<file path="src/scic_defs.svh">
// register offsets, field positions, reset values and timing counts of the card interface
`ifndef SCIC_DEFS_SVH
`define SCIC_DEFS_SVH

// register offsets
`define SCIC_ADDR_CTRL 4'h0
`define SCIC_ADDR_STATUS 4'h1
`define SCIC_ADDR_MASK 4'h2
`define SCIC_ADDR_WT2 4'h3
`define SCIC_ADDR_WT1 4'h4
`define SCIC_ADDR_WT0 4'h5
`define SCIC_ADDR_TXD 4'h6
`define SCIC_ADDR_RXD 4'h7
`define SCIC_ADDR_PIN 4'h8

// card_interface_control fields
`define SCIC_CTRL_SRST 7
`define SCIC_CTRL_POL 6
`define SCIC_CTRL_SEL_HI 5
`define SCIC_CTRL_SEL_LO 4
`define SCIC_CTRL_MODE 3
`define SCIC_CTRL_RUN 2
`define SCIC_CTRL_REP 1
`define SCIC_CTRL_BIT_ORDER_CONVENTION 0

// status and mask fields
`define SCIC_ST_PAR 0
`define SCIC_ST_RX 1
`define SCIC_ST_TX 2
`define SCIC_ST_WT 3
`define SCIC_ST_CARD 4
`define SCIC_ST_PRES 5

// pin control field
`define SCIC_PIN_IO 3

// reset values
`define SCIC_CTRL_RESET 8'h00
`define SCIC_WT_RESET 24'h002580
`define SCIC_PIN_RESET 1'b1

// timing and frame counts
`define SCIC_ETU_CLKS 372
`define SCIC_REPEAT_LIMIT 4
`define SCIC_BIT_PARITY 4'h9
`define SCIC_BIT_ERRSAMPLE 4'hA
`define SCIC_BIT_LAST 4'hB

`endif

</file>
<file path="src/scic_pkg.sv">
// types shared by the card interface modules
package scic_pkg;

  // character engine states, one-hot
  typedef enum logic [3:0]
  {
    SCIC_IDLE = 4'b0001,
    SCIC_TX = 4'b0010,
    SCIC_RX = 4'b0100,
    SCIC_GUARD = 4'b1000
  } scic_state_type;

endpackage

</file>
<file path="src/scic_sync.sv">
// three-stage synchroniser with agreement filter for pin inputs
module scic_sync #(
  parameter int WIDTH = 2
)
(
  input wire logic clock,
  input wire logic rst,
  input wire logic [WIDTH-1:0] pin,
  output logic [WIDTH-1:0] level
);

  logic [WIDTH-1:0] stage1;
  logic [WIDTH-1:0] stage2;
  logic [WIDTH-1:0] stage3;

  ////////////////////////////////////////////////////////////////////////////////
  // one chain per pin; a change counts once stages two and three agree
  for (genvar i = 0; i < WIDTH; i++)
  begin : g_chain
    always_ff @(posedge clock or posedge rst)
    begin
      if (rst)
      begin
        stage1[i] <= 1'b1;
        stage2[i] <= 1'b1;
        stage3[i] <= 1'b1;
        level[i] <= 1'b1;
      end
      else
      begin
        stage1[i] <= pin[i];
        stage2[i] <= stage1[i];
        stage3[i] <= stage2[i];
        if (stage2[i] == stage3[i])
        begin
          level[i] <= stage3[i];
        end
      end
    end
  end

endmodule

</file>
<file path="src/scic_wait_timer.sv">
// 24-bit waiting time counter with load, reload and underflow pulse
module scic_wait_timer (
  input wire logic clock,
  input wire logic rst,
  input wire logic clear,
  input wire logic run,
  input wire logic load,
  input wire logic reload,
  input wire logic tick,
  input wire logic [23:0] value,
  output logic underflow
);

  logic [23:0] count;

  ////////////////////////////////////////////////////////////////////////////////
  // counter: stopped unless run, loaded or reloaded from the wait value
  always_ff @(posedge clock or posedge rst)
  begin
    if (rst)
    begin
      count <= 24'h000000;
    end
    else if (clear)
    begin
      count <= 24'h000000;
    end
    else if (load || (run && reload))
    begin
      count <= value;
    end
    else if (run && tick && count != 24'h000000)
    begin
      count <= count - 24'h000001;
    end
  end

  // underflow pulse when the last unit expires
  always_ff @(posedge clock or posedge rst)
  begin
    if (rst)
    begin
      underflow <= 1'b0;
    end
    else
    begin
      underflow <= !clear && run && !reload && tick && count == 24'h000001;
    end
  end
endmodule

</file>
<file path="src/scic_ctrl.sv">
// smart card interface control: registers, character engine, pin control, interrupt
`include "scic_defs.svh"

module scic_ctrl
  import scic_pkg::*;
#(
  parameter int ETU_CLKS = `SCIC_ETU_CLKS,
  parameter int REPEAT_LIMIT = `SCIC_REPEAT_LIMIT
)
(
  input wire logic clock,
  input wire logic rst,
  input wire logic [3:0] addr,
  input wire logic [7:0] wdata,
  input wire logic wr,
  input wire logic rd,
  output logic [7:0] rdata,
  input wire logic detect_pin,
  input wire logic io_in,
  output logic io_out,
  output logic io_oe,
  output logic [1:0] card_supply_select,
  output logic [2:0] card_supply_enable,
  output logic irq
);

  localparam int ETU_W = $clog2(ETU_CLKS);
  localparam logic [ETU_W-1:0] ETU_LAST = ETU_W'(ETU_CLKS - 1);
  localparam logic [ETU_W-1:0] ETU_MID = ETU_W'(ETU_CLKS / 2);
  localparam logic [2:0] LIMIT = 3'(REPEAT_LIMIT);

  ////////////////////////////////////////////////////////////////////////////////
  // helpers

  // bit reversal for msb-first convention
  function automatic logic [7:0] scic_reverse(input logic [7:0] v);
    logic [7:0] r;
    r = 8'h00;
    for (int i = 0; i < 8; i++)
    begin
      r[i] = v[7 - i];
    end
    return r;
  endfunction

  // supply select to one-hot {5 V, 3 V, 1.8 V}; 00 is off
  function automatic logic [2:0] scic_supply_decode(input logic [1:0] sel);
    logic [2:0] e;
    e = 3'h0;
    if (sel == 2'h1)
    begin
      e = 3'h1;
    end
    else if (sel == 2'h2)
    begin
      e = 3'h2;
    end
    else if (sel == 2'h3)
    begin
      e = 3'h4;
    end
    return e;
  endfunction

  ////////////////////////////////////////////////////////////////////////////////
  // declarations
  logic [7:0] card_interface_control;
  logic io_line_level;
  logic [23:0] wait_time_reload_value;
  logic [7:0] tx_data;
  logic [7:0] rx_data;
  logic [4:0] status;
  logic [4:0] mask;
  logic card_present;
  logic tx_pending;
  scic_state_type state;
  logic [ETU_W-1:0] etu_cnt;
  logic [3:0] bit_idx;
  logic [2:0] attempts;
  logic [8:0] shift;
  logic err_seen;
  logic drive_err;
  logic det_sync;
  logic io_line;
  logic wt_underflow;
  logic soft_rst;
  logic polarity;
  logic mode;
  logic run;
  logic rep;
  logic bit_order_convention;
  logic engine_on;
  logic etu_wrap;
  logic etu_mid;
  logic may_retry;
  logic char_start;
  logic [8:0] rx_logic;
  logic rx_err;
  logic rx_end;
  logic rx_retry;
  logic rx_done;
  logic tx_end;
  logic tx_ok;
  logic tx_fail;
  logic [7:0] tx_order;
  logic tx_bit_line;
  logic drive_low;
  logic presence_now;
  logic presence_chg;
  logic wr_ctrl;
  logic [4:0] set_bits;
  logic [4:0] clr_bits;
  logic [ETU_W-1:0] wt_div;
  logic wt_tick;
  logic [23:0] wt_value;

  ////////////////////////////////////////////////////////////////////////////////
  // field aliases and write decode
  assign soft_rst = card_interface_control[`SCIC_CTRL_SRST];
  assign polarity = card_interface_control[`SCIC_CTRL_POL];
  assign mode = card_interface_control[`SCIC_CTRL_MODE];
  assign run = card_interface_control[`SCIC_CTRL_RUN];
  assign rep = card_interface_control[`SCIC_CTRL_REP];
  assign bit_order_convention = card_interface_control[`SCIC_CTRL_BIT_ORDER_CONVENTION];
  assign wr_ctrl = wr && addr == `SCIC_ADDR_CTRL;
  assign engine_on = mode && !soft_rst;

  ////////////////////////////////////////////////////////////////////////////////
  // pin synchronisers
  scic_sync #(
    .WIDTH(2)
  ) u_sync (
    .clock(clock),
    .rst(rst),
    .pin({detect_pin, io_in}),
    .level({det_sync, io_line})
  );

  ////////////////////////////////////////////////////////////////////////////////
  // control register; soft reset bit survives its own reset
  always_ff @(posedge clock or posedge rst)
  begin
    if (rst)
    begin
      card_interface_control <= `SCIC_CTRL_RESET;
    end
    else
    begin
      if (wr_ctrl)
      begin
        card_interface_control[`SCIC_CTRL_SRST] <= wdata[`SCIC_CTRL_SRST];
      end
      if (soft_rst)
      begin
        card_interface_control[6:0] <= 7'h00;
      end
      else if (wr_ctrl)
      begin
        card_interface_control[6:0] <= wdata[6:0];
      end
    end
  end

  // data and setting registers
  always_ff @(posedge clock or posedge rst)
  begin
    if (rst)
    begin
      io_line_level <= `SCIC_PIN_RESET;
      wait_time_reload_value <= `SCIC_WT_RESET;
      tx_data <= 8'h00;
      mask <= 5'h00;
    end
    else if (soft_rst)
    begin
      io_line_level <= `SCIC_PIN_RESET;
      wait_time_reload_value <= `SCIC_WT_RESET;
      tx_data <= 8'h00;
      mask <= 5'h00;
    end
    else if (wr)
    begin
      if (addr == `SCIC_ADDR_PIN)
      begin
        io_line_level <= wdata[`SCIC_PIN_IO];
      end
      else if (addr == `SCIC_ADDR_WT2)
      begin
        wait_time_reload_value[23:16] <= wdata;
      end
      else if (addr == `SCIC_ADDR_WT1)
      begin
        wait_time_reload_value[15:8] <= wdata;
      end
      else if (addr == `SCIC_ADDR_WT0)
      begin
        wait_time_reload_value[7:0] <= wdata;
      end
      else if (addr == `SCIC_ADDR_TXD)
      begin
        tx_data <= wdata;
      end
      else if (addr == `SCIC_ADDR_MASK)
      begin
        mask <= wdata[4:0];
      end
    end
  end

  // transmit request; a new write wins over the start that clears it
  always_ff @(posedge clock or posedge rst)
  begin
    if (rst)
    begin
      tx_pending <= 1'b0;
    end
    else if (!engine_on)
    begin
      tx_pending <= 1'b0;
    end
    else if (wr && addr == `SCIC_ADDR_TXD)
    begin
      tx_pending <= 1'b1;
    end
    else if (state == SCIC_IDLE)
    begin
      tx_pending <= 1'b0;
    end
  end

  ////////////////////////////////////////////////////////////////////////////////
  // character engine timing and decode
  assign etu_wrap = etu_cnt == ETU_LAST;
  assign etu_mid = etu_cnt == ETU_MID;
  assign may_retry = rep && attempts < LIMIT;
  assign char_start = engine_on && state == SCIC_IDLE && (tx_pending || !io_line);
  assign rx_logic = shift ^ {9{bit_order_convention}};
  assign rx_err = ^rx_logic;
  assign rx_end = engine_on && state == SCIC_RX && etu_wrap && bit_idx == `SCIC_BIT_PARITY;
  assign rx_retry = rx_end && rx_err && may_retry;
  assign rx_done = rx_end && !rx_retry;
  assign tx_end = engine_on && state == SCIC_TX && etu_wrap && bit_idx == `SCIC_BIT_LAST;
  assign tx_ok = tx_end && !err_seen;
  assign tx_fail = tx_end && err_seen && !may_retry;
  assign tx_order = bit_order_convention ? scic_reverse(tx_data) : tx_data;

  // line level of the current transmit bit
  always_comb
  begin
    tx_bit_line = 1'b1;
    if (bit_idx == 4'h0)
    begin
      tx_bit_line = 1'b0;
    end
    else if (bit_idx == `SCIC_BIT_PARITY)
    begin
      tx_bit_line = (^tx_data) ^ bit_order_convention;
    end
    else if (bit_idx < `SCIC_BIT_PARITY)
    begin
      tx_bit_line = tx_order[3'(bit_idx - 4'h1)] ^ bit_order_convention;
    end
  end

  assign drive_low = (state == SCIC_TX && !tx_bit_line) || (state == SCIC_GUARD && drive_err);

  // state machine of one character, with error signal and repetition
  always_ff @(posedge clock or posedge rst)
  begin
    if (rst)
    begin
      state <= SCIC_IDLE;
      etu_cnt <= '0;
      bit_idx <= 4'h0;
      attempts <= 3'h0;
      shift <= 9'h000;
      err_seen <= 1'b0;
      drive_err <= 1'b0;
    end
    else if (!engine_on)
    begin
      state <= SCIC_IDLE;
      etu_cnt <= '0;
      bit_idx <= 4'h0;
      attempts <= 3'h0;
      err_seen <= 1'b0;
      drive_err <= 1'b0;
    end
    else
    begin
      etu_cnt <= etu_wrap ? '0 : etu_cnt + 1'b1;
      case (state)
        SCIC_IDLE:
        begin
          bit_idx <= 4'h0;
          err_seen <= 1'b0;
          etu_cnt <= '0;
          if (tx_pending)
          begin
            state <= SCIC_TX;
          end
          else if (!io_line)
          begin
            state <= SCIC_RX;
          end
        end
        SCIC_TX:
        begin
          if (etu_mid && bit_idx == `SCIC_BIT_ERRSAMPLE && !io_line)
          begin
            err_seen <= 1'b1;
          end
          if (etu_wrap)
          begin
            if (bit_idx != `SCIC_BIT_LAST)
            begin
              bit_idx <= bit_idx + 4'h1;
            end
            else if (err_seen && may_retry)
            begin
              attempts <= attempts + 3'h1;
              bit_idx <= 4'h0;
              err_seen <= 1'b0;
            end
            else
            begin
              attempts <= 3'h0;
              state <= SCIC_IDLE;
            end
          end
        end
        SCIC_RX:
        begin
          if (etu_mid && bit_idx == 4'h0 && io_line)
          begin
            state <= SCIC_IDLE;
          end
          else if (etu_mid && bit_idx != 4'h0)
          begin
            shift <= {io_line, shift[8:1]};
          end
          if (etu_wrap)
          begin
            bit_idx <= bit_idx + 4'h1;
            if (bit_idx == `SCIC_BIT_PARITY)
            begin
              state <= SCIC_GUARD;
              drive_err <= rx_retry;
              attempts <= rx_retry ? attempts + 3'h1 : 3'h0;
            end
          end
        end
        SCIC_GUARD:
        begin
          if (etu_wrap)
          begin
            drive_err <= 1'b0;
            bit_idx <= bit_idx + 4'h1;
            if (bit_idx == `SCIC_BIT_LAST)
            begin
              state <= SCIC_IDLE;
            end
          end
        end
        default:
        begin
          state <= SCIC_IDLE;
        end
      endcase
    end
  end

  // received character, in the selected bit order
  always_ff @(posedge clock or posedge rst)
  begin
    if (rst)
    begin
      rx_data <= 8'h00;
    end
    else if (soft_rst)
    begin
      rx_data <= 8'h00;
    end
    else if (rx_done)
    begin
      rx_data <= bit_order_convention ? scic_reverse(rx_logic[7:0]) : rx_logic[7:0];
    end
  end

  ////////////////////////////////////////////////////////////////////////////////
  // pin drive: manual level or open-drain engine output
  always_ff @(posedge clock or posedge rst)
  begin
    if (rst)
    begin
      io_out <= 1'b1;
      io_oe <= 1'b0;
    end
    else if (!mode || soft_rst)
    begin
      io_out <= io_line_level;
      io_oe <= !soft_rst;
    end
    else
    begin
      io_out <= 1'b0;
      io_oe <= drive_low;
    end
  end

  // supply select outputs
  always_ff @(posedge clock or posedge rst)
  begin
    if (rst)
    begin
      card_supply_select <= 2'h0;
      card_supply_enable <= 3'h0;
    end
    else
    begin
      card_supply_select <= card_interface_control[`SCIC_CTRL_SEL_HI:`SCIC_CTRL_SEL_LO];
      card_supply_enable <= scic_supply_decode(
        card_interface_control[`SCIC_CTRL_SEL_HI:`SCIC_CTRL_SEL_LO]);
    end
  end

  ////////////////////////////////////////////////////////////////////////////////
  // waiting time unit divider, apart from the engine so idle time counts too
  always_ff @(posedge clock or posedge rst)
  begin
    if (rst)
    begin
      wt_div <= '0;
    end
    else if (soft_rst || !run || char_start)
    begin
      wt_div <= '0;
    end
    else
    begin
      wt_div <= wt_tick ? '0 : wt_div + 1'b1;
    end
  end

  assign wt_tick = wt_div == ETU_LAST;
  // a top byte write loads the new top byte with the stored lower bytes
  assign wt_value = (wr && addr == `SCIC_ADDR_WT2) ? {wdata, wait_time_reload_value[15:0]} :
                    wait_time_reload_value;

  // waiting time counter
  scic_wait_timer u_wait (
    .clock(clock),
    .rst(rst),
    .clear(soft_rst),
    .run(run),
    .load(wr && addr == `SCIC_ADDR_WT2 && !run),
    .reload(char_start),
    .tick(wt_tick),
    .value(wt_value),
    .underflow(wt_underflow)
  );

  ////////////////////////////////////////////////////////////////////////////////
  // card presence from switch level and polarity
  assign presence_now = det_sync ^ polarity;
  assign presence_chg = !soft_rst && presence_now != card_present;

  always_ff @(posedge clock or posedge rst)
  begin
    if (rst)
    begin
      card_present <= 1'b0;
    end
    else if (soft_rst)
    begin
      card_present <= 1'b0;
    end
    else
    begin
      card_present <= presence_now;
    end
  end

  ////////////////////////////////////////////////////////////////////////////////
  // sticky status, write one to clear, set wins
  assign clr_bits = (wr && addr == `SCIC_ADDR_STATUS) ? wdata[4:0] : 5'h00;
  assign set_bits = {presence_chg, wt_underflow, tx_ok, rx_done,
                     tx_fail || (rx_done && rx_err)};

  always_ff @(posedge clock or posedge rst)
  begin
    if (rst)
    begin
      status <= 5'h00;
    end
    else if (soft_rst)
    begin
      status <= 5'h00;
    end
    else
    begin
      status <= (status & ~clr_bits) | set_bits;
    end
  end

  assign irq = |(status & mask);

  ////////////////////////////////////////////////////////////////////////////////
  // read port, data in the cycle after the strobe
  always_ff @(posedge clock or posedge rst)
  begin
    if (rst)
    begin
      rdata <= 8'h00;
    end
    else if (!rd)
    begin
      rdata <= 8'h00;
    end
    else if (addr == `SCIC_ADDR_CTRL)
    begin
      rdata <= card_interface_control;
    end
    else if (addr == `SCIC_ADDR_STATUS)
    begin
      rdata <= {2'h0, card_present, status};
    end
    else if (addr == `SCIC_ADDR_MASK)
    begin
      rdata <= {3'h0, mask};
    end
    else if (addr == `SCIC_ADDR_WT2)
    begin
      rdata <= wait_time_reload_value[23:16];
    end
    else if (addr == `SCIC_ADDR_WT1)
    begin
      rdata <= wait_time_reload_value[15:8];
    end
    else if (addr == `SCIC_ADDR_WT0)
    begin
      rdata <= wait_time_reload_value[7:0];
    end
    else if (addr == `SCIC_ADDR_TXD)
    begin
      rdata <= tx_data;
    end
    else if (addr == `SCIC_ADDR_RXD)
    begin
      rdata <= rx_data;
    end
    else if (addr == `SCIC_ADDR_PIN)
    begin
      rdata <= {4'h0, io_line_level, 3'h0};
    end
    else
    begin
      rdata <= 8'h00;
    end
  end
endmodule

</file>
<file path="config.mk">
export PLATFORM = sky130hd
export DESIGN_NAME = scic_ctrl
export DESIGN_NICKNAME = d
export VERILOG_FILES = /design/src/scic_pkg.sv /design/src/scic_sync.sv /design/src/scic_wait_timer.sv /design/src/scic_ctrl.sv
export VERILOG_INCLUDE_DIRS = /design/src
export SDC_FILE = /design/constraint.sdc
export NUM_CORES = 1
export LEC_CHECK = 0
export BUFFER_PORTS_ARGS = -buffer_cell sky130_fd_sc_hd__buf_2
export CAP_MARGIN = 30
export CORE_ASPECT_RATIO = 1.1
export CORE_MARGIN = 2
export CORE_UTILIZATION = 60
export CTS_CLUSTER_DIAMETER = 80
export DETAILED_ROUTE_END_ITERATION = 12
export GPL_ROUTABILITY_DRIVEN = 0
export PLACE_DENSITY = 0.76
export SLEW_MARGIN = 20
export SYNTH_ARGS = -nofsm -noshare
export SYNTH_HDL_FRONTEND = slang
export SYNTH_SLANG_ARGS = --single-unit
</file>
<file path="constraint.sdc">
create_clock -name clock -period 6.6 [get_ports clock]
set_clock_uncertainty 0.1 [all_clocks]
set_input_delay 1.32 -clock clock [delete_from_list [all_inputs] [get_ports clock]]
set_output_delay 1.32 -clock clock [all_outputs]
set_load 0.05 [all_outputs]
</file>
* Word-level counts from Yosys, hierarchy flattened *
Cells that the tools add are included.

storage, ports and cells
  bits in registers = 149
  input bits = 18
  output and inout port bits = 16
  word-level logic and storage cells = 286

cells by class
  $add $sub $neg = 6
  magnitude comparators = 3
  eq/ne operators = 46
  multiplexer cells = 104
  bitwise operators = 9
  reductions and logical operators = 83

operators by type and width
  cell                                                  count
  two-way mux 8 bit                                     24
  two-way mux 24 bit                                    7
  two-way mux 4 bit                                     17
  two-way mux 5 bit                                     10
  two-way mux 9 bit                                     5
  logical AND 1 bit                                     38
  two-way mux 3 bit                                     10
  equality test 24 x 1 -> 1 bit, second input constant  1
  nonzero test 24 bit                                   1
  subtractor 24 x 1 -> 24 bit, second input constant    1
  two-way mux 1 bit                                     22
  equality test 4 x 3 -> 1 bit, second input constant   5
  equality test 4 bit, second input constant            5
  adder 9 x 1 -> 9 bit, second input constant           2
  equality test 9 bit, second input constant            2
  nonzero test 2 bit                                    9
  two-way mux 16 bit                                    1
  case mux 4 bit (4 select lines)                       1
  AND reduction 4 bit                                   4
  != test 3 bit, second input constant                  5
  two-way mux 7 bit                                     2
  equality test 4 x 2 -> 1 bit, second input constant   3
  != test 3 x 1 -> 1 bit, second input constant         4
  case mux 4 bit (3 select lines)                       1
  39 further kinds                                      71

* Depth between registers and ports, before layout *
  word-level depth = 13
  depth in mapped cells = 9
  depth with buffers taken out = 8

* Cells and area by module *
From an unflattened synthesis, not the netlist that was laid out.

unflattened totals
  cells, all modules = 808
  area, all modules = 8251.7 um^2

by module, submodules not included
  module           times used  cells an instance  area each (um^2)  sequential area each (um^2)
  scic_ctrl        1           608                6242.2            2911.5
  scic_wait_timer  1           189                1773.0            625.6
  scic_sync        1           11                 236.5             210.2

* Least setup slack after synthesis *
OpenSTA, ideal clock, no wires.

  path type = input to register
  start = input port wr
  end = register u_wait.count[1]
  library setup time = 0.078 ns
  data arrival time = 2.786 ns
  required time = 6.422 ns
  setup slack = 3.637 ns
  cell stages on the path = 7
  buffers on the path = 3
  cell sequence = clkbuf_1 > nand4_1 > buf_1 > o22a_1 > clkbuf_1 > o211ai_1 > a21oi_1

on the way
  word-level cells in the longest chain between the ends = 5
  elaborated cells between the ends (all ways) = 6
  those cells by class = mux (2); reduce/logical (4)

RTL lines
  item                             line                   text
  from (decl)                      scic_ctrl.sv:15        input wire logic wr,
  logical AND 1 bit (no line) (*)  -
  logical AND 1 bit (*)            scic_ctrl.sv:456       .load(wr && addr == `SCIC_ADDR_WT2 && !run),
  logical OR 1 bit (*)             scic_wait_timer.sv:28  else if (load || (run && reload))
  two-way mux 24 bit               scic_wait_timer.sv:28
  two-way mux 24 bit               scic_wait_timer.sv:24  else if (clear)
  to (signal assigned)             scic_wait_timer.sv:30  count <= value;
  to (signal assigned)             scic_wait_timer.sv:34  count <= count - 24'h000001;
  to (decl)                        scic_wait_timer.sv:14  logic [23:0] count;

Every way passes the cells marked *; elsewhere a longest branch is shown, timed or not.
A chain may end at the register's enable or synchronous reset.

* Final worst setup path *
  start = input port addr[0]
  end = register u_wait.count[15]

on the way
  word-level cells in the longest chain between the ends = 6
  elaborated cells between the ends (all ways) = 7
  those cells by class = eq/ne (1); mux (2); reduce/logical (4)

RTL lines
  item                                        line                   text
  from (decl)                                 scic_ctrl.sv:13        input wire logic [3:0] addr,
  equality test 4 x 2 -> 1 bit (no line) (*)  -
  logical AND 1 bit (no line) (*)             -
  logical AND 1 bit (*)                       scic_ctrl.sv:456
  logical OR 1 bit (*)                        scic_wait_timer.sv:28
  two-way mux 24 bit                          scic_wait_timer.sv:28
  two-way mux 24 bit                          scic_wait_timer.sv:24

Marks and branches as above.

==> Implementation_results.wiki <==
{| class="wikitable"
! Metric !! Value
|-
| Min cycle time layout || approximately 3.7 ns
|-
| Number of max-cap violations || 0
|-
| Avg Cell Area, Syn || 9.91 sq um
|-
| Count of pins on the block boundary || 34
|-
| GRT Overall Usage || 29.4%
|-
| Net count of the finished layout || 844
|-
| CTS clock-pin slew for the worst setup and hold paths || 0.06 ns
|-
| Clock power frac || between 40% and 50%
|-
| Die height || 124 um
|-
| Final Setup Violations || 0
|-
| Worst VDD drop || 0.000192 V
|-
| Overall die width || 113 um
|-
| Initial DRC count || 749
|-
| Initial antenna violation count || 0
|-
| Run status || completed
|-
| Transition time of the tightest slew-check pin || between 0.9 and 1 ns
|-
| Switching part of the total power || 30.3%
|-
| Crit path max-delay cell type || o211a_1
|-
| EDFF count, synth || 0
|-
| Total inserted antenna cells || 0
|-
| Static leakage power || 3.81 nW
|-
| # clock sinks || 149
|-
| Critical path buffer and inverter count || 1
|-
| Postcts setup bufs || 0
|-
| Setup slack of the worst register-to-register path || 3.08 ns
|-
| Fin. Hold Viols || 0
|-
| Number of nets produced by synthesis || 823
|-
| Total iterations of the first detailed-routing run || 7
|-
| Hold Buf Count CTS || 0
|-
| Dominant combinational cell family by area after synthesis || simple AND/OR/NAND/NOR gates
|-
| Cell breakdown of the critical path || buf_2, nand4_1, o211a_1, and3_1, o32a_1
|-
| Proportion of layout cells with a drive suffix above 1 || approximately 15%
|-
| Number of warnings reported in the yosys synthesis log || 0
|-
| Drt total wl || 19.8 mm
|-
| Power per cell area || 286 nW/um^2
|-
| Adder-cell share of the synthesized area || 2.16%
|-
| Num rows || 43
|-
| Full die area || between 10000 and 15000 sq um
|-
| Core box area || 12700 sq um
|-
| Total congestion overflow after global routing || 0
|-
| Clock latency at the later pin of the worst-skew pair || ~0.44 ns
|-
| Main synth FF type || dfrtp_1
|-
| Share of cell area taken by muxes after synthesis || 9.92%
|-
| Root buffer cell || clkbuf_16
|-
| Number of buffers added on ports || 33
|-
| Period Utilization, post-route || 55.5%
|-
| Setup TNS after final layout || 0 ns
|-
| Average via count per standard cell || roughly 6.5
|-
| Async S/R FF share, synth || 100%
|-
| Pin count of the biggest net entering global routing || 95
|-
| Synthesized flop and latch total || 149
|-
| Wire length of the first global-routing pass || 32.0 mm
|-
| Remaining antenna violation count || 0
|-
| Critical Path End Type || flip-flop
|-
| # DRC || 0
|-
| End of the worst hold path || u_sync.stage2[0]
|-
| Power Internal || 1.74 mW
|-
| Arrival time at the worst endpoint || 3.88 ns
|-
| Setup repair after global routing missed its margin || false
|-
| Part of the Yosys area used for sequential elements || 47.7%
|-
| Total number of vias || 6390
|-
| CP top delay family || compound AO/OA/AOI/OAI gates
|-
| Clock tree buffer depth || 2
|-
| Share of the synthesized area in the top cell type || 42.7%
|-
| Largest area contributor in the netlist || dfrtp_1
|-
| Count of final max-slew check failures || 0
|-
| Number of unique standard cell types used by synthesis || 73
|-
| Number of instances in the synthesized netlist || 793
|-
| Area delta synth->final || 11.0%
|-
| Number of global-route vias before repair || 6215
|-
| Mean routed wirelength per cell || between 20 and 25 um
|-
| Post-Synth Simple-Gate Area || 20.2%
|-
| XOR/XNOR Fraction of Synth Area || slightly above 5%
|-
| Depth of the worst hold-timing path || 0
|-
| Sequential share of power || 42.4%
|-
| Initial cell density of the core || 61.9%
|-
| Hold Crit Start || u_sync.stage1[0]
|-
| Largest cells by area after synthesis || dfrtp_1, mux2i_1, dfstp_2
|-
| HPWL reported at the end of detailed placement || 13.6 mm
|-
| Slew margin rel. || 37.7%
|-
| Endpoint of the most critical register-to-register path || u_wait.count[15]
|-
| Net switching power of the design || 0.757 mW
|-
| Largest fanout of any net on the critical path || 30
|-
| TritonCTS clock tree || done
|-
| Depth of the most critical reg-to-reg path || 6
|-
| Achievable frequency || 0.273 GHz
|-
| Critical Path Max Stage Delay || 0.70 ns
|-
| Comb pwr share || 16.9%
|-
| Kind of critical path || input port to flip-flop
|-
| Startpoint types || input port
|-
| Post-synthesis instance area || 7860 sq um
|-
| CTS Buf Count || 17
|-
| Compound-cell area share of the yosys netlist || 11.7%
|-
| Kind of path behind the tightest hold check || flip-flop to flip-flop
|-
| Beginning of the worst register-to-register path || card_interface_control[7]
|-
| Power consumption || roughly 2.5 mW
|-
| Number of resized instances in the post-cts repair step || 0
|-
| Worst path required time || between 6 and 7 ns
|-
| CTS H-tree lvls || 4
|}
-- how the worst max path moves through the flow --
stage / depth (start not counted) / from / slack [ns] / endpoint
floorplan: 1 / rst / 1.20 / attempts[0]
global placement: 5 / addr[0] / 2.62 / u_wait.count[15]
detailed placement: 5 / addr[0] / 2.53 / u_wait.count[15]
CTS: 5 / addr[0] / 2.98 / u_wait.count[15]
global route: 6 / addr[0] / 2.75 / u_wait.count[6]
finish: 5 / addr[0] / 2.94 / u_wait.count[15]
-- worst reg2reg max path: stages (launching register included) --
cell and delay, ns:
dfrtp_2 0.34, buf_4 0.54, clkinv_1 0.76, nand2_1 0.60, o22a_1 0.53, a21oi_1 0.15
o32a_1 0.37
-- flip-flops by register name, summed over array words and instances (netlist names), 3 cells and up --
signal,flops
state,4
attempts,3
wait_time_reload_value,24
etu_cnt,9
rx_data,8
card_supply_enable,3
mask,5
status,5
bit_idx,4
tx_data,8
rdata,8
u_wait.count,24
card_interface_control,8
shift,9
wt_div,9
-- per-layer routing --
layer	track usage, %	vias to the layer above	part of all wire [%]
met4	13.9	0	4.1
met2	47.8	282	48
met5	0	-	0
met1	37.7	3147	40
li1	-	2895	-
met3	6.86	66	7.2
-- synth_stat cells, drive strengths merged (10+ instances only) --
cell      n
xor2     12
dfrtp   134
dfstp    15
nand2    90
xnor2    29
a21oi    43
inv      22
mux4     11
nand3    39
nor2     96
nor3     21
mux2i    43
and3     10
clkbuf   20
o21ai    32
ha       12
buf      16
-- per-stage QoR --
stage	setup slack (ns)	hold slack (ns)	cells	area [sq um]	util, %
2_1_floorplan	1.20	0.245	793	7860	-
3_3_place_gp	2.62	0.250	950	8090	63.7
3_5_place_dp	2.53	0.250	951	8090	63.7
4_1_cts	2.98	0.263	983	8720	68.6
5_1_grt	2.75	0.266	984	8720	68.7
6_report	2.94	0.261	984	8720	68.7
-- power by group through the flow --
| stage | Combinational [mW] | Clock, mW | Sequential [mW] |
|---|---|---|---|
| 2_1_floorplan | 0.301 | 0 | 1.06 |
| 3_3_place_gp | 0.400 | 0 | 1.07 |
| 6_report | 0.421 | 1.02 | 1.06 |
| 5_1_grt | 0.459 | 1.06 | 1.06 |
| 3_5_place_dp | 0.414 | 0 | 1.07 |
| 4_1_cts | 0.416 | 1.03 | 1.06 |
-- logic make-up (layout without fill, tap and decap cells) --
| group | count (synthesis) | count (layout) |
|---|---|---|
| compound gates | 142 | 142 |
| xor+xnor | 43 | 43 |
| fa+ha+maj | 14 | 14 |
| buf+inv | 59 | 93 |
| flops | 149 | 149 |
| mux | 63 | 63 |
| simple gates | 323 | 323 |
-- final cells by class --
type                    instances  area [sq um]
multi-input cells             585          3860
repair buffers                 38           200
inverters                      23          91.3
clock inverters                13           170
fillers                       976          3970
clock buffers                  19           453
flip-flops and latches        149          3750
well taps                     157           196
-- layout by cell type, fill, tap and decap left out, types with 7 or more instances in the layout --
master,instances
ha_1,12
inv_1,21
nor4_1,7
a21oi_1,43
nand2b_1,9
nor3_1,19
mux4_2,11
and3_1,9
dfrtp_1,133
nor2b_1,9
nand3_1,38
clkbuf_16,17
buf_2,34
dfstp_2,15
mux2i_1,43
nand2_1,90
xor2_1,12
nor2_1,96
a32oi_1,8
xnor2_1,29
mux2_2,9
o21ai_0,30
Note: power is estimated with default switching activity, not from simulation.
